File: config.mk
export PLATFORM = sky130hd
export DESIGN_NAME = rcr_rail_control
export DESIGN_NICKNAME = d
export VERILOG_FILES = /design/src/verilog/rcr_pkg.sv /design/src/verilog/rcr_rail_out.sv /design/src/verilog/rcr_rail_control.sv
export SDC_FILE = /design/constraint.sdc
export NUM_CORES = 1
export LEC_CHECK = 0
export ABC_AREA = 1
export BUFFER_PORTS_ARGS = -buffer_cell sky130_fd_sc_hd__buf_2
export CORE_ASPECT_RATIO = 0.5
export CORE_UTILIZATION = 48
export CTS_CLUSTER_SIZE = 30
export DETAILED_ROUTE_END_ITERATION = 12
export MAX_ROUTING_LAYER = met4
export PLACE_DENSITY = 0.85
export SLEW_MARGIN = 40
export SYNTH_ARGS = -nofsm -noshare
export SYNTH_HDL_FRONTEND = slang
export SYNTH_SLANG_ARGS = --single-unit
File: constraint.sdc
create_clock -name clk -period 2.7 [get_ports clk]
set_clock_uncertainty 0.05 [all_clocks]
set_input_delay 0.135 -clock clk [delete_from_list [all_inputs] [get_ports clk]]
set_output_delay 0.135 -clock clk [all_outputs]
set_load 0.1 [all_outputs]
File: src/verilog/rcr_pkg.sv
// Package for the rail control register bank: offsets, field layout,
// factory reset images and the factory sleep pin assignment.
// Assumes an I2C engine outside presents decoded byte accesses.
package rcr_pkg;

	// Byte offsets of the three control registers
	localparam logic [7:0] RCR_CONV5_OFFSET = 8'h26;
	localparam logic [7:0] RCR_CONV6_OFFSET = 8'h27;
	localparam logic [7:0] RCR_LIN2_OFFSET  = 8'h28;

	// Field positions inside the control registers; the mode bit is on the converters only
	localparam int RCR_RUN_BIT       = 0;
	localparam int RCR_MODE_BIT      = 1;
	localparam int RCR_SLEEP_SEL_LO  = 4;
	localparam int RCR_SLEEP_SEL_HI  = 5;
	localparam int RCR_STORED_WIDTH  = 6;

	// Sleep select encodings; 01 and 10 are reserved
	localparam logic [1:0] RCR_SLEEP_OFF = 2'h0;
	localparam logic [1:0] RCR_SLEEP_ON  = 2'h3;

	// Factory images of the writable bits 5:0 (bits 7:6 always zero)
	localparam logic [5:0] RCR_CONV5_RESET = 6'h0F;
	localparam logic [5:0] RCR_CONV6_RESET = 6'h0D;
	localparam logic [5:0] RCR_LIN2_RESET  = 6'h0C;

	// Value returned for offsets outside this bank
	localparam logic [7:0] RCR_UNMAPPED_DATA = 8'h00;

	// Index of each sleep-capable control input inside the pin bus
	localparam int RCR_PIN_THREE = 2;
	localparam int RCR_PIN_SIX   = 5;

	// Factory sleep pin choice per rail: 0 picks input three, 1 input six
	localparam logic RCR_CONV5_PIN_SEL = 1'b0;
	localparam logic RCR_CONV6_PIN_SEL = 1'b1;
	localparam logic RCR_LIN2_PIN_SEL  = 1'b0;

	// Voltage code width shared with the voltage registers outside
	localparam int RCR_CODE_WIDTH = 7;

endpackage

File: src/verilog/rcr_rail_out.sv
// One rail's output stage: enable gating and voltage code selection.
// Assumes pins are synchronous to clk and codes come from registers outside.
`timescale 1ns/10ps
module rcr_rail_out
	import rcr_pkg::*;
#(
	parameter logic PIN_SEL = 1'b0 // Factory sleep pin choice
) (
	input  wire logic                      clk,
	input  wire logic                      rst_n,
	input  wire logic [1:0]                sleepSelect,
	input  wire logic                      runAllow,
	input  wire logic                      pinRequest,
	input  wire logic                      sleepPinThree,
	input  wire logic                      sleepPinSix,
	input  wire logic [RCR_CODE_WIDTH-1:0] normalCode,
	input  wire logic [RCR_CODE_WIDTH-1:0] sleepCode,
	output logic                           railEnable_q,
	output logic                           inSleep_q,
	output logic [RCR_CODE_WIDTH-1:0]      activeCode_q
);

	// Sleep applies only with the full 11 code and a low pin; reserved
	// codes behave as off so a stray write cannot half-enable sleep
	function automatic logic sleepActive(input logic [1:0] sel, input logic pin);
		sleepActive = (sel == RCR_SLEEP_ON) && !pin;
	endfunction

	logic                      pinLevel;  // Level of the factory-chosen pin
	logic                      sleepNow;  // Sleep code wanted this cycle
	logic [RCR_CODE_WIDTH-1:0] codeNext;  // Code to present next cycle
	logic                      enableNext; // Enable to present next cycle

	// Pin fixed at build time, software cannot move it
	assign pinLevel   = PIN_SEL ? sleepPinSix : sleepPinThree;
	assign sleepNow   = sleepActive(sleepSelect, pinLevel);
	assign codeNext   = sleepNow ? sleepCode : normalCode;
	// Register bit low overrides any pin request
	assign enableNext = runAllow & pinRequest;

	// Outputs registered so the power stage sees glitch-free levels
	always_ff @(posedge clk) begin
		if (!rst_n) begin
			railEnable_q <= 1'b0;
			inSleep_q    <= 1'b0;
			activeCode_q <= '0;
		end else begin
			railEnable_q <= enableNext;
			inSleep_q    <= sleepNow;
			activeCode_q <= codeNext;
		end
	end

endmodule

File: src/verilog/rcr_rail_control.sv
// Control register bank for converter five, converter six and linear
// regulator two, plus the per-rail output stages that it steers.
// Assumes the I2C engine outside delivers one-cycle read and write
// strobes with a byte offset, and that pins are synchronous to clk.
// Reserved bits are stored as written; legal host code keeps them fixed.
`timescale 1ns/10ps
module rcr_rail_control
	import rcr_pkg::*;
(
	input  wire logic                      clk,
	input  wire logic                      rst_n,
	// Decoded byte access from the I2C engine
	input  wire logic [7:0]                regAddr,
	input  wire logic [7:0]                regWrData,
	input  wire logic                      regWrEn,
	input  wire logic                      regRdEn,
	output logic [7:0]                     regRdData_q,
	output logic                           regRdValid_q,
	output logic                           regHit,
	// The six control inputs, sleep pins among them
	input  wire logic [5:0]                controlInputs,
	// Per-rail enable requests from the pin assignment logic
	// Bit 0 of each register gates its request, whatever the pins say
	input  wire logic                      conv5PinRequest,
	input  wire logic                      conv6PinRequest,
	input  wire logic                      lin2PinRequest,
	// Voltage codes held in the voltage registers outside
	input  wire logic [RCR_CODE_WIDTH-1:0] conv5NormalVoltageCode,
	input  wire logic [RCR_CODE_WIDTH-1:0] conv5SleepVoltageCode,
	input  wire logic [RCR_CODE_WIDTH-1:0] conv6NormalVoltageCode,
	input  wire logic [RCR_CODE_WIDTH-1:0] conv6SleepVoltageCode,
	input  wire logic [RCR_CODE_WIDTH-1:0] lin2NormalVoltageCode,
	input  wire logic [RCR_CODE_WIDTH-1:0] lin2SleepVoltageCode,
	// Rail controls toward the power stages
	output logic                           conv5Enable_q,
	output logic                           conv6Enable_q,
	output logic                           lin2Enable_q,
	// Mode levels, straight from storage with no extra stage
	output logic                           conv5PwmForce,
	output logic                           conv6PwmForce,
	// Sleep flags and selected codes, registered in the rail stages
	output logic                           conv5InSleep_q,
	output logic                           conv6InSleep_q,
	output logic                           lin2InSleep_q,
	output logic [RCR_CODE_WIDTH-1:0]      conv5VoltageCode_q,
	output logic [RCR_CODE_WIDTH-1:0]      conv6VoltageCode_q,
	output logic [RCR_CODE_WIDTH-1:0]      lin2VoltageCode_q
);

	// Stored writable bits 5:0 of each register; 7:6 have no storage
	logic [RCR_STORED_WIDTH-1:0] conv5Ctrl_q; // Converter five control
	logic [RCR_STORED_WIDTH-1:0] conv5Ctrl_d;
	logic [RCR_STORED_WIDTH-1:0] conv6Ctrl_q; // Converter six control
	logic [RCR_STORED_WIDTH-1:0] conv6Ctrl_d;
	logic [RCR_STORED_WIDTH-1:0] lin2Ctrl_q;  // Linear regulator control
	logic [RCR_STORED_WIDTH-1:0] lin2Ctrl_d;

	// Address decode
	logic hitConv5; // Offset selects converter five
	logic hitConv6; // Offset selects converter six
	logic hitLin2;  // Offset selects the linear regulator

	// Write strobes qualified by the decode
	logic wrConv5; // Byte write lands in converter five
	logic wrConv6; // Byte write lands in converter six
	logic wrLin2;  // Byte write lands in the regulator

	// Read path
	logic [7:0] readMux; // Byte selected for a read
	logic [7:0] rdData_d;
	logic       rdValid_d;

	// Field views of the stored registers
	logic [1:0] conv5SleepSelect; // Sleep select of converter five
	logic [1:0] conv6SleepSelect; // Sleep select of converter six
	logic [1:0] lin2SleepSelect;  // Sleep select of the regulator
	logic       conv5RunAllow;    // Converter five may run
	logic       conv6RunAllow;    // Converter six may run
	logic       lin2RunAllow;     // Regulator may run

	// Shared by all three images so the zero top bits stand in one place
	// Widens a stored image to a full byte with the top two bits zero
	function automatic logic [7:0] readImage(input logic [RCR_STORED_WIDTH-1:0] stored);
		readImage = {2'h0, stored};
	endfunction

	// Address decode of the three fixed offsets
	assign hitConv5 = (regAddr == RCR_CONV5_OFFSET);
	assign hitConv6 = (regAddr == RCR_CONV6_OFFSET);
	assign hitLin2  = (regAddr == RCR_LIN2_OFFSET);
	// Hit is combinational so the engine can judge an offset at once,
	// before any data byte of the access is moved
	assign regHit   = hitConv5 | hitConv6 | hitLin2;

	// One strobe per register, so a stray offset never disturbs storage
	assign wrConv5 = regWrEn & hitConv5;
	assign wrConv6 = regWrEn & hitConv6;
	assign wrLin2  = regWrEn & hitLin2;

	// Writes keep bits 5:0 only; bits 7:6 of the data are dropped.
	// Reserved bits 3:2 (and 1 on the regulator) are stored as written:
	// the host is trusted to write 11 / 110 there, and to avoid the
	// reserved select codes; nothing here repairs a wrong pattern.
	// A read of the same offset in that cycle still returns the old
	// byte, since the read image comes from the flops before the edge.
	assign conv5Ctrl_d = wrConv5 ?
		regWrData[RCR_STORED_WIDTH-1:0] : conv5Ctrl_q;
	assign conv6Ctrl_d = wrConv6 ?
		regWrData[RCR_STORED_WIDTH-1:0] : conv6Ctrl_q;
	assign lin2Ctrl_d  = wrLin2 ?
		regWrData[RCR_STORED_WIDTH-1:0] : lin2Ctrl_q;

	// Register storage; reset loads the factory images
	// Reset is synchronous: the images are constants, so the bank
	// settles on the first clock in reset with no asynchronous path.
	// Bits 7:6 have no flops at all, cheaper than masking on reads.
	always_ff @(posedge clk) begin
		if (!rst_n) begin
			conv5Ctrl_q <= RCR_CONV5_RESET;
			conv6Ctrl_q <= RCR_CONV6_RESET;
			lin2Ctrl_q  <= RCR_LIN2_RESET;
		end else begin
			conv5Ctrl_q <= conv5Ctrl_d;
			conv6Ctrl_q <= conv6Ctrl_d;
			lin2Ctrl_q  <= lin2Ctrl_d;
		end
	end

	// Read selection; an unmapped offset answers with zero
	// Answering zero rather than refusing keeps the engine simple: it
	// always has a byte to shift out, at the cost of hiding bad offsets.
	assign readMux = hitConv5 ? readImage(conv5Ctrl_q) :
		hitConv6 ? readImage(conv6Ctrl_q) :
		hitLin2  ? readImage(lin2Ctrl_q) : RCR_UNMAPPED_DATA;
	// Data holds between reads; valid is a one-cycle echo of the strobe
	assign rdData_d  = regRdEn ? readMux : regRdData_q;
	assign rdValid_d = regRdEn;

	// Read data held until the next read so the engine may shift it out
	always_ff @(posedge clk) begin
		if (!rst_n) begin
			regRdData_q  <= 8'h00;
			regRdValid_q <= 1'b0;
		end else begin
			regRdData_q  <= rdData_d;
			regRdValid_q <= rdValid_d;
		end
	end

	// Field extraction
	// Reserved selects 01 and 10 pass through unchanged; the rail stage
	// treats them like 00, so a stray write never enters sleep.
	assign conv5SleepSelect = conv5Ctrl_q[RCR_SLEEP_SEL_HI:RCR_SLEEP_SEL_LO];
	assign conv6SleepSelect = conv6Ctrl_q[RCR_SLEEP_SEL_HI:RCR_SLEEP_SEL_LO];
	assign lin2SleepSelect  = lin2Ctrl_q[RCR_SLEEP_SEL_HI:RCR_SLEEP_SEL_LO];
	assign conv5RunAllow    = conv5Ctrl_q[RCR_RUN_BIT];
	assign conv6RunAllow    = conv6Ctrl_q[RCR_RUN_BIT];
	assign lin2RunAllow     = lin2Ctrl_q[RCR_RUN_BIT];

	// Mode bits go straight out: the stage reads a stored level
	assign conv5PwmForce = conv5Ctrl_q[RCR_MODE_BIT];
	assign conv6PwmForce = conv6Ctrl_q[RCR_MODE_BIT];

	// Rail stages: each sees both sleep-capable inputs and a factory
	// parameter picks one, so the pin choice cannot move at run time.
	// Each stage adds one register, which keeps the enables and codes
	// free of decode glitches at the cost of one cycle of latency
	// after any change of register, pin or code.

	// Converter five: select 00 keeps the normal code, 11 follows the pin
	rcr_rail_out #(
		.PIN_SEL (RCR_CONV5_PIN_SEL)
	) uConv5 (
		.clk           (clk),
		.rst_n         (rst_n),
		.sleepSelect   (conv5SleepSelect),
		.runAllow      (conv5RunAllow),
		.pinRequest    (conv5PinRequest),
		.sleepPinThree (controlInputs[RCR_PIN_THREE]),
		.sleepPinSix   (controlInputs[RCR_PIN_SIX]),
		.normalCode    (conv5NormalVoltageCode),
		.sleepCode     (conv5SleepVoltageCode),
		.railEnable_q  (conv5Enable_q),
		.inSleep_q     (conv5InSleep_q),
		.activeCode_q  (conv5VoltageCode_q)
	);

	// Converter six, same stage with its own factory pin
	rcr_rail_out #(
		.PIN_SEL (RCR_CONV6_PIN_SEL)
	) uConv6 (
		.clk           (clk),
		.rst_n         (rst_n),
		.sleepSelect   (conv6SleepSelect),
		.runAllow      (conv6RunAllow),
		.pinRequest    (conv6PinRequest),
		.sleepPinThree (controlInputs[RCR_PIN_THREE]),
		.sleepPinSix   (controlInputs[RCR_PIN_SIX]),
		.normalCode    (conv6NormalVoltageCode),
		.sleepCode     (conv6SleepVoltageCode),
		.railEnable_q  (conv6Enable_q),
		.inSleep_q     (conv6InSleep_q),
		.activeCode_q  (conv6VoltageCode_q)
	);

	// Linear regulator two; it has no mode bit, bit 1 is reserved
	rcr_rail_out #(
		.PIN_SEL (RCR_LIN2_PIN_SEL)
	) uLin2 (
		.clk           (clk),
		.rst_n         (rst_n),
		.sleepSelect   (lin2SleepSelect),
		.runAllow      (lin2RunAllow),
		.pinRequest    (lin2PinRequest),
		.sleepPinThree (controlInputs[RCR_PIN_THREE]),
		.sleepPinSix   (controlInputs[RCR_PIN_SIX]),
		.normalCode    (lin2NormalVoltageCode),
		.sleepCode     (lin2SleepVoltageCode),
		.railEnable_q  (lin2Enable_q),
		.inSleep_q     (lin2InSleep_q),
		.activeCode_q  (lin2VoltageCode_q)
	);

endmodule

==> results by group <==
GRT
  • First-pass GRT wire length: 8520 um
  • GRT Residual Overflow: 0
  • Initial antenna violation count: 0
  • Total Routing Usage GR: 24.2%
  • Number of global-route vias before repair: just under 2000
  • Largest net degree at the start of global routing: 32

Timing
  • Slew Limit Fails: 0
  • Fin crit share: 63.0%
  • Setup TNS: 0 ps
  • Final hold vios: 0
  • Max Fclk: ~600 MHz
  • Post-route minimum period: between 1500 and 2000 ps
  • Slew @ Worst Pin: 705 ps
  • RSZ-0062 raised after global routing: false
  • Slew margin rel.: a little over half
  • # setup viols final: 0

Clock tree
  • Clk root buf: clkbuf_8
  • CTS clk-pin slew, worst paths: around 90 ps
  • # resized after CTS: 0
  • Bufs on Longest Clock Path: 2
  • CTS tree: built
  • Clock Sinks: 52
  • Clock buffer count from CTS: 5
  • Worst skew pair latency: about 300 ps
  • H-Tree Depth: 2

Setup path
  • CP arrival: 1520 ps
  • Setup crit start kind: input port
  • Worst reg-to-reg setup slack: 1550 ps
  • Crit. End Element: primary output
  • WS Path Type: input port to primary output
  • Worst r2r path cells: 6
  • Reg-to-reg startpoint: conv6Ctrl_q[5]
  • Endpoint required time on the critical path: roughly 2500 ps
  • Reg-to-reg endpoint: uConv6.activeCode_q[3]
  • Crit path max fanout: 24

Floorplan
  • Io pins: between 100 and 150
  • Area of the core: 0.00404 sq mm
  • Rows: 16
  • Vert. Die Dim: between 40 and 50 um
  • Die W: around 96 um
  • Initial Util: ~52%
  • Die ar.: between 0.004 and 0.005 sq mm

Final layout
  • Final nets: between 400 and 500
  • Non-Filler Instances: between 400 and 500
  • Ratio of cells with drive above 1 in the final layout: between 30% and 40%
  • N_diodes: 0
  • Fillers: 350
  • Syn-to-layout area delta: 31.8%

Logic synthesis
  • Post-Syn Area: roughly 0.0021 sq mm
  • Xor/xnor cell area share of the yosys netlist: 0%
  • Largest family of logic cells by synthesized area: simple AND/OR/NAND/NOR gates
  • Sequential cell area fraction in the yosys report: between 40 and 50%
  • Cell taking the most area after synthesis: dfxtp_1
  • Synth cell types: 17
  • Adder-Cell Fraction of Synth Area: 0%
  • Ys flop type: dfxtp_1
  • Post-Synthesis Cells: 283
  • Post-synth EDFFs: 0
  • FFs w/ async S/R, synth: 0%
  • Post-synthesis mux area share: 0%
  • Synth Area in Compound Gates: about 11%
  • Mapped Avg Cell Area: around 7.4 sq um
  • Flops & latches, synth: 52
  • Post-synthesis simple-gate area fraction: roughly 31%
  • Commonest cells in the netlist: dfxtp_1, nand2_1, nor2_1, nand3_1, o21ai_0
  • Top cells by area, synth: dfxtp_1, nand2_1, nor2_1, nand3_1, o21ai_0
  • Warnings from Yosys: 0
  • Yosys top cell area share: about half

Detailed routing
  • Antenna Nets Post-Route: 0
  • Wire length per cell: ~12 um
  • DR vias: 2174
  • Via-to-Cell Ratio: just under 5
  • Drc violations: 0
  • DR iter-0 viols: 115
  • Routed wire length: around 5200 um
  • 1st-pass router iterations: 4

Placed design
  • GPL Wtd Cong: 0.826
  • Port bufs: 101
  • Total placed cells including tap cells: about 430
  • Hpwl dp: about 3800 um

Flow run
  • Max Cap Violations: 0

Min path
  • Hold_sp: lin2NormalVoltageCode[1]
  • Min-Delay Path Class: input port to flip-flop
  • WHS Path Cells: 3
  • Hold path endpoint: uLin2.activeCode_q[1]

Outcome
  • Status: completed

Power
  • Maximum vdd drop: between 0.0002 and 0.00025 V
  • Leak: around 1.5 nW
  • PD cells: between 500 and 600 mW/mm^2
cells in the final DEF (no fill, tap or decap):
master / netlist / final
buf_2: 1 / 101
nand2_1: 52 / 52
dfxtp_1: 52 / 52
nor2_1: 49 / 49
nand3_1: 33 / 33
o21ai_0: 28 / 28
inv_1: 26 / 26
a21oi_1: 19 / 19
clkbuf_8: 0 / 6
dlygate4sd3_1: 0 / 6
inv_2: 4 / 4
nand2_2: 3 / 3
nor2_4: 3 / 3
nand3_4: 2 / 2
conb_1: 1 / 2
nor2_8: 1 / 1
clkinvlp_4: 0 / 1
clkbuf_1: 5 / 1
area by class of cell:
cell class / count / area, sq um / share of cell area [%]
sequential: 52 / 1040 / 37.5
multi-input combinational: 192 / 895 / 32.2
timing repair buffer: 107 / 566 / 20.4
inverter: 30 / 113 / 4.06
clock buffer: 7 / 86.3 / 3.11
tap: 54 / 67.6 / 2.43
clock inverter: 1 / 7.51 / 0.271
power by group:
group / total, mW / switching (mW) / leakage, nW / internal (mW)
clock: 0.449 / 0.241 / 0.0445 / 0.208
combinational: 0.297 / 0.227 / 0.980 / 0.0705
sequential: 0.791 / 0.00461 / 0.426 / 0.786
worst max path at each step:
stage | slack (ps) | endpoint | startpoint | depth (start not counted)
finish | 1000 | regHit | regAddr[4] | 7
global route | 910 | regHit | regAddr[6] | 7
CTS | 1020 | regHit | regAddr[4] | 7
detailed placement | 1020 | regHit | regAddr[4] | 7
global placement | 1050 | regHit | regAddr[4] | 7
floorplan | 1150 | regHit | regAddr[3] | 5
cells by family (layout without fill, tap and decap cells):
| group | count (synthesis) | in the layout |
|---|---|---|
| AO/OA/AOI/OAI | 47 | 47 |
| buffers and inverters | 40 | 145 |
| flip-flops | 52 | 52 |
| AND/OR/NAND/NOR | 143 | 143 |
| other | 1 | 2 |
per-stage QoR:
stage               power [mW]  utilization, %  instance area (sq um)  setup WS [ps]  hold slack (ps)
finish                    1.54            68.6                   2780            999             3.22
floorplan                 1.02               -                   2110           1150              198
detailed placement        1.10            64.8                   2620           1020              312
global placement          1.09            64.8                   2620           1050              305
CTS                       1.55            68.6                   2780           1020            0.185
global route              1.60            68.6                   2780            912             13.5
layer usage:
metal	up-vias	GRT usage [%]	routed length, um
li1	1105	-	-
met1	962	26.3	2170
met2	94	43.9	2610
met3	13	5.14	346
met4	0	7.96	95
met5	-	-	0
state kept, by name (all words and copies together), names as in the netlist:
name                 flops
lin2Ctrl_q               6
conv6Ctrl_q              6
uLin2.inSleep_q          1
uConv6.railEnable_q      1
uConv5.inSleep_q         1
uConv5.activeCode_q      7
uConv5.railEnable_q      1
uConv6.inSleep_q         1
uLin2.railEnable_q       1
regRdValid_q             1
conv5Ctrl_q              6
regRdData_q              6
uConv6.activeCode_q      7
uLin2.activeCode_q       7
critical path, stage by stage:
cell	delay [ps]
buf_2	100
inv_2	40
nand2_2	70
nor2_8	320
nand2_1	270
nand3_1	140
buf_2	430
what timing repair did:
| item | 4_1_cts | 5_1_grt |
|---|---|---|
| hold endpoints to repair | 6 | 0 |
| setup endpoints to repair | 0 | 0 |
| hold buffers | 6 | 0 |
| setup buffers | 0 | 0 |
No activity file was read; power rests on OpenSTA's default activity.
